## src/stbr_pkg.sv

```systemverilog
// Package with command codes, block sizes and field positions for the status block reads.
package stbr_pkg;

    // ------------------------------------------------------------
    // Command codes
    // ------------------------------------------------------------
    localparam logic [7:0] STBR_CMD_TELEMETRY_BLOCK = 8'hDA;
    localparam logic [7:0] STBR_CMD_STATUS_BLOCK = 8'hDB;
    localparam logic [7:0] STBR_CMD_PHASE_SUMMARY = 8'hDC;

    // ------------------------------------------------------------
    // Block lengths in data bytes
    // ------------------------------------------------------------
    localparam logic [3:0] STBR_TELEMETRY_BYTES = 4'hE;
    localparam logic [3:0] STBR_STATUS_BYTES = 4'h7;
    localparam logic [3:0] STBR_PHASE_BYTES = 4'h2;
    localparam int STBR_MAX_BYTES = 15;

    // ------------------------------------------------------------
    // Field positions and fixed values
    // ------------------------------------------------------------
    localparam int STBR_STATUS_BYTE_CML_BIT = 1;
    localparam int STBR_CML_IVC_BIT = 7;
    localparam logic [7:0] STBR_PHASE_ALL = 8'hFF;
    localparam logic [15:0] STBR_SLOT_UNSUPPORTED = 16'h0000;
    localparam logic [15:0] STBR_SLOT_DISABLED = 16'h0000;
    localparam logic [3:0] STBR_PHASE_FLAGS_RESET = 4'h0;

endpackage : stbr_pkg

```

## src/stbr_byte_serializer.sv

```systemverilog
// Byte serializer that presents a loaded response one byte at a time, low byte first.
`timescale 1ns/10ps
`default_nettype none

module stbr_byte_serializer #(
    parameter int MAX_BYTES = 15
) (
    input wire logic clock,
    input wire logic srst,
    input wire logic load,
    input wire logic [3:0] load_len,
    input wire logic [MAX_BYTES*8-1:0] load_data,
    input wire logic next,
    output logic valid_q,
    output logic [7:0] byte_q,
    output logic last_q
);

    typedef struct packed {
        logic [MAX_BYTES*8-1:0] data;
        logic [3:0] remaining;
        logic valid;
        logic [7:0] cur;
        logic last;
    } stbr_ser_state_t;

    stbr_ser_state_t s_q;
    stbr_ser_state_t s_d;

    always_comb begin
        s_d = s_q;
        if (load) begin
            // A new load, from a read of one of the three commands, aborts any byte stream left unread.
            s_d.cur = load_data[7:0];
            s_d.data = load_data >> 8;
            s_d.remaining = load_len - 4'h1;
            s_d.valid = (load_len != 4'h0);
            s_d.last = (load_len == 4'h1);
        end else if (next && s_q.valid) begin
            if (s_q.remaining == 4'h0) begin
                s_d.valid = 1'b0;
                s_d.last = 1'b0;
            end else begin
                s_d.cur = s_q.data[7:0];
                s_d.data = s_q.data >> 8;
                s_d.remaining = s_q.remaining - 4'h1;
                s_d.last = (s_q.remaining == 4'h1);
            end
        end
    end

    always_ff @(posedge clock) begin
        if (srst) begin
            s_q <= '0;
        end else begin
            s_q <= s_d;
        end
    end

    assign valid_q = s_q.valid;
    assign byte_q = s_q.cur;
    assign last_q = s_q.last;

endmodule : stbr_byte_serializer

`default_nettype wire

```

## src/stbr_top.sv

```systemverilog
// Read-side command logic for combined telemetry, combined status and phase summary reads.
// How it works
// - Combined telemetry command answers only as a 14-byte block read.
// - Duty cycle and input current slots always return zero.
// - Input voltage, die temperature, output current sit at 79:64, 63:48, 47:32.
// - Output voltage sits at 31:16, status word at 15:0.
// - A telemetry quantity disabled by configuration reads zero in its slot.
// - Writing a read-only command sets the status byte and communication bit 7 flags.
// - An invalid-command fault asserts the alert line to notify the host.
// - Combined status command is a read-only 7-byte block read.
// - Status block orders manufacturer, other, comms, temperature, input, current, voltage.
// - Writing the combined status command never clears any status bit.
// - Phase summary uses word write and word read and depends on phase.
// - With phase selector FFh the summary shows which phases have faulted.
// - Otherwise bit 0 shows whether the selected phase reports any status.
// - Bits of unassigned or disabled phases always read zero.
// - Summary bits 15:4 read zero; bits 3:0 flag phases 3 to 0, reset 0.
`timescale 1ns/10ps
`default_nettype none

module stbr_top
    import stbr_pkg::*;
#(
    parameter int NUM_PHASES = 4
) (
    input wire logic clock,
    input wire logic srst,
    input wire logic cmd_valid,
    input wire logic [7:0] cmd_code,
    input wire logic cmd_write,
    input wire logic [15:0] cmd_wdata,
    input wire logic rd_next,
    input wire logic cml_clear,
    input wire logic [15:0] status_word,
    input wire logic [7:0] status_mfr,
    input wire logic [7:0] status_other,
    input wire logic [7:0] status_cml,
    input wire logic [7:0] status_temperature,
    input wire logic [7:0] status_input,
    input wire logic [7:0] status_iout,
    input wire logic [7:0] status_vout,
    input wire logic [15:0] telemetry_vin,
    input wire logic [15:0] telemetry_temperature,
    input wire logic [15:0] telemetry_iout,
    input wire logic [15:0] telemetry_vout,
    input wire logic vin_disabled,
    input wire logic iout_disabled,
    input wire logic vout_disabled,
    input wire logic [7:0] phase_select,
    input wire logic [NUM_PHASES-1:0] phase_enabled,
    input wire logic [NUM_PHASES-1:0] phase_fault_event,
    input wire logic selected_phase_status_any,
    output logic rd_valid_q,
    output logic [7:0] rd_byte_q,
    output logic rd_last_q,
    output logic cml_ivc_q,
    output logic alert_n_q,
    output logic [NUM_PHASES-1:0] phase_fault_flags_q
);

    // ------------------------------------------------------------
    // State
    // ------------------------------------------------------------
    typedef struct packed {
        logic ivc;
        logic alert_n;
        logic [NUM_PHASES-1:0] phase_flags;
    } stbr_state_t;

    stbr_state_t s_q;
    stbr_state_t s_d;

    logic [7:0] cml_byte;
    logic [15:0] word_out;
    logic [111:0] telemetry_block;
    logic [55:0] status_block;
    logic [15:0] phase_word;
    logic [NUM_PHASES-1:0] phase_visible;
    logic load;
    logic [3:0] load_len;
    logic [STBR_MAX_BYTES*8-1:0] load_data;
    logic write_read_only;
    logic write_phase;

    // ------------------------------------------------------------
    // Response contents
    // ------------------------------------------------------------
    // The latched invalid-command flag is merged into the status it
    // belongs to, so every path that reports status shows it alike.
    always_comb begin
        cml_byte = status_cml;
        cml_byte[STBR_CML_IVC_BIT] = status_cml[STBR_CML_IVC_BIT] | s_q.ivc;
        word_out = status_word;
        word_out[STBR_STATUS_BYTE_CML_BIT] =
            status_word[STBR_STATUS_BYTE_CML_BIT] | s_q.ivc;
    end

    // Temperature has no disable input: it feeds overtemperature protection
    // and so is always live.
    always_comb begin
        telemetry_block = {
            STBR_SLOT_UNSUPPORTED,
            STBR_SLOT_UNSUPPORTED,
            vin_disabled ? STBR_SLOT_DISABLED : telemetry_vin,
            telemetry_temperature,
            iout_disabled ? STBR_SLOT_DISABLED : telemetry_iout,
            vout_disabled ? STBR_SLOT_DISABLED : telemetry_vout,
            word_out
        };
        status_block = {status_mfr, status_other, cml_byte, status_temperature,
                        status_input, status_iout, status_vout};
    end

    // Phases that are unassigned or disabled are masked out of every answer.
    assign phase_visible = s_q.phase_flags & phase_enabled;

    // A selector above the fitted phases reads as no fault, the same as a
    // phase that is not assigned.
    always_comb begin
        phase_word = 16'h0000;
        if (phase_select == STBR_PHASE_ALL) begin
            phase_word[NUM_PHASES-1:0] = phase_visible;
        end else if (phase_select < 8'(NUM_PHASES)) begin
            phase_word[0] = selected_phase_status_any
                & phase_enabled[phase_select[1:0]];
        end
    end

    // ------------------------------------------------------------
    // Command decode
    // ------------------------------------------------------------
    // Only reads of the three commands load the serializer; other command
    // codes belong to neighbouring logic and are left alone here.
    always_comb begin
        load = 1'b0;
        load_len = 4'h0;
        load_data = '0;
        if (cmd_valid && !cmd_write) begin
            case (cmd_code)
                STBR_CMD_TELEMETRY_BLOCK: begin
                    load = 1'b1;
                    load_len = STBR_TELEMETRY_BYTES + 4'h1;
                    load_data = {telemetry_block, 4'h0, STBR_TELEMETRY_BYTES};
                end
                STBR_CMD_STATUS_BLOCK: begin
                    load = 1'b1;
                    load_len = STBR_STATUS_BYTES + 4'h1;
                    load_data = {56'h0, status_block, 4'h0, STBR_STATUS_BYTES};
                end
                STBR_CMD_PHASE_SUMMARY: begin
                    load = 1'b1;
                    load_len = STBR_PHASE_BYTES;
                    load_data = {104'h0, phase_word};
                end
                default: begin
                    load = 1'b0;
                end
            endcase
        end
    end

    // Writes to either block command are refused; nothing is stored, so a
    // write to the status block cannot act as a clear.
    assign write_read_only = cmd_valid && cmd_write
        && (cmd_code == STBR_CMD_TELEMETRY_BLOCK || cmd_code == STBR_CMD_STATUS_BLOCK);
    assign write_phase = cmd_valid && cmd_write
        && (cmd_code == STBR_CMD_PHASE_SUMMARY);

    // ------------------------------------------------------------
    // Next state
    // ------------------------------------------------------------
    always_comb begin
        s_d = s_q;
        // Writing a one clears that phase flag; a fault arriving in the
        // same cycle still sets it, so no fault is lost to a clear.
        if (write_phase) begin
            s_d.phase_flags = s_q.phase_flags & ~cmd_wdata[NUM_PHASES-1:0];
        end
        s_d.phase_flags = s_d.phase_flags | phase_fault_event;
        if (cml_clear) begin
            s_d.ivc = 1'b0;
        end
        if (write_read_only) begin
            s_d.ivc = 1'b1;
        end
        s_d.alert_n = ~s_d.ivc;
    end

    always_ff @(posedge clock) begin
        if (srst) begin
            s_q.ivc <= 1'b0;
            s_q.alert_n <= 1'b1;
            s_q.phase_flags <= STBR_PHASE_FLAGS_RESET[NUM_PHASES-1:0];
        end else begin
            s_q <= s_d;
        end
    end

    assign cml_ivc_q = s_q.ivc;
    assign alert_n_q = s_q.alert_n;
    assign phase_fault_flags_q = s_q.phase_flags;

    // ------------------------------------------------------------
    // Byte stream out
    // ------------------------------------------------------------
    // The answer is captured at the command edge, so status that moves while
    // the host is still reading cannot tear one block apart.
    stbr_byte_serializer #(
        .MAX_BYTES(STBR_MAX_BYTES)
    ) u_serializer (
        .clock(clock),
        .srst(srst),
        .load(load),
        .load_len(load_len),
        .load_data(load_data),
        .next(rd_next),
        .valid_q(rd_valid_q),
        .byte_q(rd_byte_q),
        .last_q(rd_last_q)
    );

endmodule : stbr_top

`default_nettype wire

```

## config.mk

```make
export PLATFORM = sky130hd
export DESIGN_NAME = stbr_top
export DESIGN_NICKNAME = d
export VERILOG_FILES = /design/src/stbr_pkg.sv /design/src/stbr_byte_serializer.sv /design/src/stbr_top.sv
export SDC_FILE = /design/constraint.sdc
export NUM_CORES = 1
export LEC_CHECK = 0
export BUFFER_PORTS_ARGS = -buffer_cell sky130_fd_sc_hd__buf_2
export CAP_MARGIN = 0
export CORE_MARGIN = 2
export CORE_UTILIZATION = 30
export CTS_CLUSTER_DIAMETER = 120
export DETAILED_ROUTE_END_ITERATION = 12
export PLACE_DENSITY_LB_ADDON = 0.25
export SLEW_MARGIN = 5
export SYNTH_ARGS = -nofsm -noshare
export SYNTH_HDL_FRONTEND = slang
export SYNTH_SLANG_ARGS = --single-unit
```

## constraint.sdc

```tcl
create_clock -name clock -period 2.4 [get_ports clock]
set_clock_uncertainty 0.15 [all_clocks]
set_input_delay 0.36 -clock clock [delete_from_list [all_inputs] [get_ports clock]]
set_output_delay 0.36 -clock clock [all_outputs]
set_load 0.02 [all_outputs]
```

==> out/metrics.csv, run 1 <==
stage,metric,value,unit
status,status,completed,
placed_design,routability congestion estimate,0.7725,
sta,final number of setup-violating endpoints,0,
synthesis,synthesized flop and latch total,100,
global_routing,initial antenna violation count,1,
floorplan,num rows,47,
floorplan,DIE WIDTH,134.9,µm
sta,Slew Limit Fails,0,
clocking,Worst-Skew Late Latency,0.35,ns
global_routing,GR Overflow Total,0,
pwr,power spent charging and discharging nets,0.8101,mW
synthesis,Post-synth ARST share,0,
pwr,part of the power in combinational logic,0.090,
route,drt pass-1 iters,4,
final_layout,fraction of layout cells with a size suffix above 1,0.3160,
global_routing,via count of the first global-routing pass,4555,
pwr,switching portion of total power,0.2288,
floorplan,DIE HEIGHT,134.9,µm
clocking,CTS sink count,100,
global_routing,combined global-route utilization of all metal layers,0.1704,
sta,maximum clock rate,0.5037,GHz
sta,"crit path setup slack, layout",0.4148,ns
global_routing,pin count of the biggest net entering global routing,40,
pwr,register share of total power,0.472,
setup_path,Worst Path Max Fanout,31,
sta,final critical-path required period,1.985,ns
sta,Final period util,0.8272,
synthesis,sequential fraction of the synthesis area,0.3894,
floorplan,initial core utilization,0.3089,
sta,slew of the pin with the lowest slew margin,0.9469,ns
clocking,setup repair bufs after CTS,0,
final_layout,Final Net Count,955,
sta,Total Neg Setup Slack,0,ns
synthesis,Post-Syn Nets,784,
route,number of remaining DRC errors,0,
route,routed length per placed instance,15.88,µm
clocking,count of hold-fix buffers inserted at cts,0,
pwr,peak ir drop on the vdd network,0.4554,mV
clocking,CTS resizes,0,
synthesis,area of the mapped netlist,0.005141,mm²
sta,final count of hold timing violations,0,
run,number of max-cap violations,0,
placed_design,total of buffers placed on input and output ports,189,
synthesis,Yosys cell types,48,
route,Vias/cell,4.970,
floorplan,boundary pin count,202,
placed_design,dpl ws,0.1605,ns
sta,slew margin rel.,0.3664,
final_layout,filler cell count,1757,
placed_design,number of instances in the placed design,973,
route,final WL,15720,µm
clocking,master cell of the clock root buffer,sky130_fd_sc_hd__clkbuf_16,
worst_hold_path,worst hold path class,in2reg,
pwr,areal power density over the cells,526.6,mW/mm²
clocking,clock slew at the register clock pins of the worst setup and hold paths,0.07,ns
clocking,CTS tree,built,
route,ANT nets after route,0,
synthesis,Gate Count Post-Synth,593,
setup_path,endpoint kind of the worst setup timing path,register,
final_layout,post-route insts no fill,990,
floorplan,area of the placeable core,0.01664,mm²
pwr,Lkg Pwr,2.638,nW
setup_path,startpoint type of the worst setup path,register,
synthesis,number of flops mapped to enable cells by yosys,0,
setup_path,critical path arrival,2.06,ns
placed_design,placed wire-length estimate after detailed placement,11780,µm
pwr,part of the total power dissipated in the clock network,0.438,
pwr,total power draw,3.541,mW
route,initial detailed-routing violation count,223,
pwr,internal portion of total power,2.730,mW
placed_design,cell area after placement,0.006400,mm²
final_layout,post-layout instance area,0.006724,mm²
global_routing,wire length of the first global-routing pass,24280,µm
clocking,number of H-tree levels,3,
synthesis,"Top FF cell, synth",sky130_fd_sc_hd__dfxtp_1,
synthesis,per-instance average area after synthesis,8.670,µm²
route,via count,4920,
clocking,clock buffer depth,2,
setup_path,class of the most critical setup path,reg2reg,
floorplan,overall die area,0.01820,mm²
sta,RSZ-0062 raised after global routing,no,
synthesis,number of synthesis warnings,0,
setup_path,worst endpoint required time,2.48,ns
clocking,total CTS buffers,9,
final_layout,area grow syn2layout,30.79,%
==> metal layers <==
layer  up-vias  share of wire  global-route usage
met1      2239           0.48              0.2310
met2       150           0.44              0.2719
met3         9          0.075             0.05030
met5         -        0.00070                   0
li1       2520              -                   -
met4         2         0.0060             0.02982
==> synth_stat cells (3+ instances only) <==
| cell | n | share of area |
|---|---|---|
| sky130_fd_sc_hd__nor3_1 | 10 | 0.0097 |
| sky130_fd_sc_hd__ha_1 | 5 | 0.012 |
| sky130_fd_sc_hd__buf_2 | 11 | 0.011 |
| sky130_fd_sc_hd__a22oi_1 | 47 | 0.069 |
| sky130_fd_sc_hd__clkbuf_1 | 34 | 0.025 |
| sky130_fd_sc_hd__nand4_1 | 3 | 0.0037 |
| sky130_fd_sc_hd__inv_1 | 7 | 0.0051 |
| sky130_fd_sc_hd__nand3_1 | 7 | 0.0068 |
| sky130_fd_sc_hd__buf_1 | 3 | 0.0022 |
| sky130_fd_sc_hd__xnor2_1 | 3 | 0.0051 |
| sky130_fd_sc_hd__dfxtp_1 | 100 | 0.39 |
| sky130_fd_sc_hd__o22a_1 | 41 | 0.070 |
| sky130_fd_sc_hd__buf_4 | 9 | 0.013 |
| sky130_fd_sc_hd__nand2b_1 | 3 | 0.0037 |
| sky130_fd_sc_hd__and3_1 | 4 | 0.0049 |
| sky130_fd_sc_hd__o21ai_0 | 35 | 0.034 |
| sky130_fd_sc_hd__nor2_1 | 96 | 0.070 |
| sky130_fd_sc_hd__nand2_1 | 34 | 0.025 |
| sky130_fd_sc_hd__a21oi_1 | 10 | 0.0097 |
| sky130_fd_sc_hd__a311oi_1 | 3 | 0.0051 |
| sky130_fd_sc_hd__a211oi_1 | 33 | 0.048 |
| sky130_fd_sc_hd__mux2i_1 | 62 | 0.12 |
| sky130_fd_sc_hd__nor2b_1 | 3 | 0.0037 |
==> flip-flops by register name (all words and copies together) (netlist names) <==
register              cells
u_serializer.valid_q      1
alert_n_q                 1
u_serializer.byte_q       8
u_serializer.s_q         84
phase_fault_flags_q       4
cml_ivc_q                 1
u_serializer.last_q       1
==> metrics by stage <==
step,hold WS (ns),utilization
global placement,0.3335,0.3846
CTS,0.05381,0.4039
finish,0.06627,0.4040
detailed placement,0.3301,0.3846
floorplan,0.3051,-
global route,0.05768,0.4039
==> power by group through the flow <==
stage / combinational, mW / sequential, mW / clock (mW)
detailed placement: 0.322 / 1.71 / 0
global placement: 0.320 / 1.71 / 0
CTS: 0.323 / 1.67 / 1.59
global route: 0.351 / 1.67 / 1.66
floorplan: 0.120 / 1.71 / 0
finish: 0.318 / 1.67 / 1.55
==> cell families (layout without fill, tap and decap cells) <==
group / Yosys count / in the layout / synth area share
buffers and inverters: 64 / 240 / 0.05597
adders and majority gates: 5 / 5 / 0.01217
and+or+nand+nor: 175 / 175 / 0.1526
other: 0 / 1 / 0
xor gates and xnor gates: 3 / 3 / 0.005112
DFF: 100 / 100 / 0.3894
muxes: 63 / 63 / 0.1251
AOI/OAI and AO/OA: 183 / 183 / 0.2597
==> worst paths after layout <==
path	startpoint	end	slack, ns	depth (start not counted)
worst max-delay path	u_serializer.s_q[10]	u_serializer.s_q[20]	0.41	7
worst min-delay path	phase_fault_event[3]	phase_fault_flags_q[3]	0.07	3
worst max register to register	u_serializer.s_q[10]	u_serializer.s_q[20]	0.41	7
worst min register to register	u_serializer.s_q[61]	u_serializer.s_q[53]	0.35	2
==> critical path, stage by stage, from the launching register on <==
cell and delay [ns]:
sky130_fd_sc_hd__dfxtp_1 0.40, sky130_fd_sc_hd__inv_1 0.06, sky130_fd_sc_hd__ha_1 0.28, sky130_fd_sc_hd__a21oi_4 0.27
sky130_fd_sc_hd__buf_12 0.27, sky130_fd_sc_hd__mux2i_1 0.22, sky130_fd_sc_hd__o22a_1 0.16, sky130_fd_sc_hd__nor2_1 0.04
==> cells in the final DEF, fill, tap and decap left out, types with 4 or more instances in the layout <==
cell,synthesis,layout
sky130_fd_sc_hd__nor3_1,10,10
sky130_fd_sc_hd__ha_1,5,5
sky130_fd_sc_hd__o22a_1,41,41
sky130_fd_sc_hd__inv_1,7,7
sky130_fd_sc_hd__nor2_1,96,96
sky130_fd_sc_hd__buf_4,9,23
sky130_fd_sc_hd__buf_12,0,6
sky130_fd_sc_hd__nand2_1,34,34
sky130_fd_sc_hd__a22oi_1,47,47
sky130_fd_sc_hd__nand3_1,7,7
sky130_fd_sc_hd__and3_1,4,4
sky130_fd_sc_hd__clkbuf_16,0,9
sky130_fd_sc_hd__dfxtp_1,100,100
sky130_fd_sc_hd__o21ai_0,35,35
sky130_fd_sc_hd__buf_2,11,188
sky130_fd_sc_hd__a21oi_1,10,9
sky130_fd_sc_hd__mux2i_1,62,62
sky130_fd_sc_hd__a211oi_1,33,33
==> final cells by class <==
cell class | instances | area [µm²] | share of cell area
clock buffer | 12 | 266.5 | 0.03964
sequential | 100 | 2002 | 0.2977
inverter | 7 | 26.28 | 0.003908
clock inverter | 4 | 55.05 | 0.008188
multi-input combinational | 429 | 2863 | 0.4258
tap | 220 | 275.3 | 0.04094
timing repair buffer | 217 | 1234 | 0.1835
antenna | 1 | 2.502 | 0.0003722
Note: power is estimated with default switching activity, not from simulation.
==> inputs of run 2 (changes only) <==
ABC_AREA = 1   (was not set)
clock period = 2.05 ns   (was 2.4 ns; I/O delays follow)
==> out/metrics.csv, run 2 <==
stage,metric,value,unit,change
sta,slew of the pin with the lowest slew margin,0.5824,ns,-0.3645 ns
sta,Total Neg Setup Slack,0,ns,unchanged
placed_design,total of buffers placed on input and output ports,189,,unchanged
setup_path,class of the most critical setup path,reg2reg,,
status,status,completed,,
pwr,register share of total power,0.466,,-0.006
setup_path,worst reg2reg path depth,9,,+2
route,ANT nets after route,0,,unchanged
synthesis,area share of the leading cell type in the synthesized netlist,0.3148,,-0.07461
floorplan,boundary pin count,202,,unchanged
clocking,Worst-Skew Late Latency,0.36,ns,about the same
sta,final number of setup-violating endpoints,0,,unchanged
route,via count,6695,,+36%
setup_path,critical path arrival,2.00,ns,-0.06 ns
floorplan,num rows,53,,+13%
pwr,peak ir drop on the vdd network,0.3913,mV,-14%
route,drt pass-1 iters,7,,+3
sta,final critical-path required period,1.899,ns,-0.08585 ns
clocking,clock slew at the register clock pins of the worst setup and hold paths,0.07,ns,about the same
run,number of max-cap violations,0,,unchanged
setup_path,R2R Setup Slk,0.15,ns,-0.26 ns
final_layout,Final Net Count,1419,,+49%
placed_design,placed wire-length estimate after detailed placement,13830,µm,+17%
global_routing,initial antenna violation count,2,,+1
pwr,part of the total power dissipated in the clock network,0.448,,+0.010
setup_path,worst reg2reg path endpoint,u_serializer.byte_q[2],,
sta,Final period util,0.9265,,+0.09934
sta,RSZ-0062 raised after global routing,no,,
synthesis,Commonest cells post-synth,"288 x sky130_fd_sc_hd__nand2_1, 150 x sky130_fd_sc_hd__inv_1, 140 x sky130_fd_sc_hd__nor2_1",,
final_layout,area grow syn2layout,25.04,%,
final_layout,post-layout utilization of the core,0.3807,,-0.02332
setup_path,origin of the critical flop-to-flop path,u_serializer.s_q[10],,
global_routing,combined global-route utilization of all metal layers,0.1691,,-0.001318
route,number of remaining DRC errors,0,,unchanged
final_layout,fraction of layout cells with a size suffix above 1,0.2141,,-0.1019
final_layout,register ranked first by flip-flop count,u_serializer.s_q,,
final_layout,"leading cell type in the layout, fill and taps excluded",sky130_fd_sc_hd__nand2_1,,
route,initial detailed-routing violation count,348,,+56%
clocking,total CTS buffers,9,,unchanged
placed_design,routability congestion estimate,0.7821,,+1.2%
global_routing,pin count of the biggest net entering global routing,52,,+30%
sta,maximum clock rate,0.5265,GHz,+4.5%
setup_path,worst endpoint required time,2.15,ns,-0.33 ns
clocking,number of H-tree levels,3,,unchanged
synthesis,most common cell in the netlist,sky130_fd_sc_hd__nand2_1,,
clocking,CTS tree,built,,
floorplan,DIE WIDTH,149.6,µm,+11%
floorplan,overall die area,0.02238,mm²,+23%
synthesis,Post-Syn Nets,1256,,+60%
floorplan,initial core utilization,0.3045,,-0.004462
synthesis,number of flops mapped to enable cells by yosys,0,,unchanged
sta,slew margin rel.,0.6117,,+0.2453
clocking,CTS sink count,100,,unchanged
pwr,power spent charging and discharging nets,1.002,mW,+24%
synthesis,area of the mapped netlist,0.006360,mm²,+24%
synthesis,Yosys cell types,30,,-38%
pwr,internal portion of total power,3.207,mW,+17%
final_layout,most used cells in the layout excluding fill and tap cells,"288 x sky130_fd_sc_hd__nand2_1, 189 x sky130_fd_sc_hd__buf_2, 150 x sky130_fd_sc_hd__inv_1",,
sta,Slew Limit Fails,0,,unchanged
setup_path,endpoint kind of the worst setup timing path,register,,
floorplan,DIE HEIGHT,149.6,µm,+11%
synthesis,Gate Count Post-Synth,1065,,+80%
clocking,setup repair bufs after CTS,0,,unchanged
worst_hold_path,end point of the worst hold path,phase_fault_flags_q[2],,
worst_hold_path,hold wc startpoint,phase_fault_event[2],,
synthesis,synthesized flop and latch total,100,,unchanged
synthesis,"Top FF cell, synth",sky130_fd_sc_hd__dfxtp_1,,
worst_hold_path,number of instances on the worst hold path,3,,unchanged
route,Vias/cell,4.437,,-11%
placed_design,dpl ws,0.03704,ns,-0.1235 ns
setup_path,startpoint type of the worst setup path,register,,
final_layout,max reg flops,84,,unchanged
synthesis,Post-synth ARST share,0,,unchanged
route,final WL,18820,µm,+20%
sta,"crit path setup slack, layout",0.1507,ns,-0.2642 ns
pwr,Lkg Pwr,4.148,nW,+57%
route,routed length per placed instance,12.47,µm,-21%
synthesis,sequential fraction of the synthesis area,0.3148,,-0.07461
global_routing,via count of the first global-routing pass,6147,,+35%
sta,final count of hold timing violations,0,,unchanged
synthesis,most area-consuming cells after synthesis,"sky130_fd_sc_hd__dfxtp_1 31%, sky130_fd_sc_hd__nand2_1 17%, sky130_fd_sc_hd__inv_1 8.9%",,
global_routing,wire length of the first global-routing pass,30290,µm,+25%
pwr,areal power density over the cells,529.3,mW/mm²,+0.52%
synthesis,leading area contributor after synthesis,sky130_fd_sc_hd__dfxtp_1,,
pwr,part of the power in combinational logic,0.086,,-0.004
synthesis,per-instance average area after synthesis,5.972,µm²,-31%
floorplan,area of the placeable core,0.02089,mm²,+26%
pwr,switching portion of total power,0.2380,,+0.009201
setup_path,Worst Path Max Fanout,41,,+32%
clocking,clock buffer depth,2,,unchanged
global_routing,GR Overflow Total,0,,unchanged
clocking,master cell of the clock root buffer,sky130_fd_sc_hd__clkbuf_16,,
worst_hold_path,worst hold path class,in2reg,,
synthesis,number of synthesis warnings,0,,unchanged
-- run 2: changes by cell type after synthesis, sizes merged, moves of 26 or more --
cell | before | now
nand2 | 35 | 296
inv | 7 | 152
o21ai | 35 | 123
nor2 | 97 | 145
mux2i | 62 | 0
a22oi | 47 | 0
nand3 | 7 | 104
o22a | 41 | 0
a21oi | 10 | 49
buf | 23 | 49
a211oi | 34 | 0
-- run 2: final cells by class --
| class | count | area (µm²) |
|---|---|---|
| sequential | 100 | 2002 |
| multi-input combinational | 738 | 3332 |
| fill | 2354 | 12940 |
| timing repair buffer | 226 | 1370 |
| tap | 275 | 344.1 |
| clock inverter | 7 | 100.1 |
| inverter | 153 | 576.8 |
| clock buffer | 9 | 225.2 |
| antenna | 1 | 2.502 |
-- run 2: worst max-delay path, stage by stage, from the launching register on --
cell,delay [ns]
sky130_fd_sc_hd__dfxtp_1,0.36
sky130_fd_sc_hd__inv_1,0.10
sky130_fd_sc_hd__ha_1,0.29
sky130_fd_sc_hd__a21oi_4,0.23
sky130_fd_sc_hd__inv_4,0.11
sky130_fd_sc_hd__buf_12,0.19
sky130_fd_sc_hd__nor2_1,0.11
sky130_fd_sc_hd__nor2_1,0.08
sky130_fd_sc_hd__nor2_1,0.11
sky130_fd_sc_hd__nor2_1,0.05
-- run 2: what timing repair did --
| item | in CTS | in global routing |
|---|---|---|
| hold buffers | 2 | 0 |
| endpoints found under the hold margin | 2 | 0 |
| resized for setup | 0 | 3 |
| endpoints found under the setup margin | 0 | 8 |
-- run 2: routing by layer --
layer / vias up / part of all wire / routed length, µm / global-route usage
met3: 15 / 0.060 / 1134 / 0.04939
li1: 3608 / - / - / -
met2: 123 / 0.48 / 9068 / 0.2947
met5: - / 0.00058 / 11 / 0
met4: 2 / 0.012 / 229 / 0.03619
met1: 2947 / 0.45 / 8381 / 0.2061
-- run 2: power groups by stage --
stage / combinational [mW] / clock (mW) / sequential, mW
after detailed placement: 0.361 / 0 / 2.01
after global routing: 0.407 / 2.01 / 1.96
after floorplan: 0.140 / 0 / 2.01
after CTS: 0.365 / 1.94 / 1.96
after global placement: 0.359 / 0 / 2.01
final: 0.361 / 1.89 / 1.96
-- run 2: worst max-delay path by stage --
stage	cells after the start	slack (ns)	startpoint	to
6_report	9	0.15	u_serializer.s_q[10]	u_serializer.byte_q[2]
5_1_grt	9	0.002	u_serializer.s_q[10]	u_serializer.byte_q[1]
3_3_place_gp	14	0.04	cmd_code[5]	u_serializer.s_q[13]
2_1_floorplan	14	0.05	cmd_code[2]	u_serializer.s_q[13]
3_5_place_dp	15	0.04	cmd_code[5]	u_serializer.s_q[13]
4_1_cts	9	0.03	u_serializer.s_q[10]	u_serializer.s_q[79]
-- run 2: stage by stage --
step           total power, mW  cell area (µm²)  instances  hold WS (ns)
3_3_place_gp             2.365             7599       1490        0.3185
2_1_floorplan            2.151             6360       1065        0.2749
4_1_cts                  4.263             7944       1508      0.004349
6_report                 4.209             7953       1509       0.01261
3_5_place_dp             2.367             7599       1490        0.3236
5_1_grt                  4.383             7950       1508       0.02137
-- run 2: cell families (layout without fill, tap and decap cells) --
family | count (synthesis) | count (layout) | synth area share
other | 0 | 1 | 0
adder cells (fa/ha/maj) | 5 | 5 | 0.009837
buffers and inverters | 227 | 395 | 0.1633
AND/OR/NAND/NOR | 561 | 561 | 0.3756
flip-flops | 100 | 100 | 0.3148
AO/OA/AOI/OAI | 172 | 172 | 0.1365
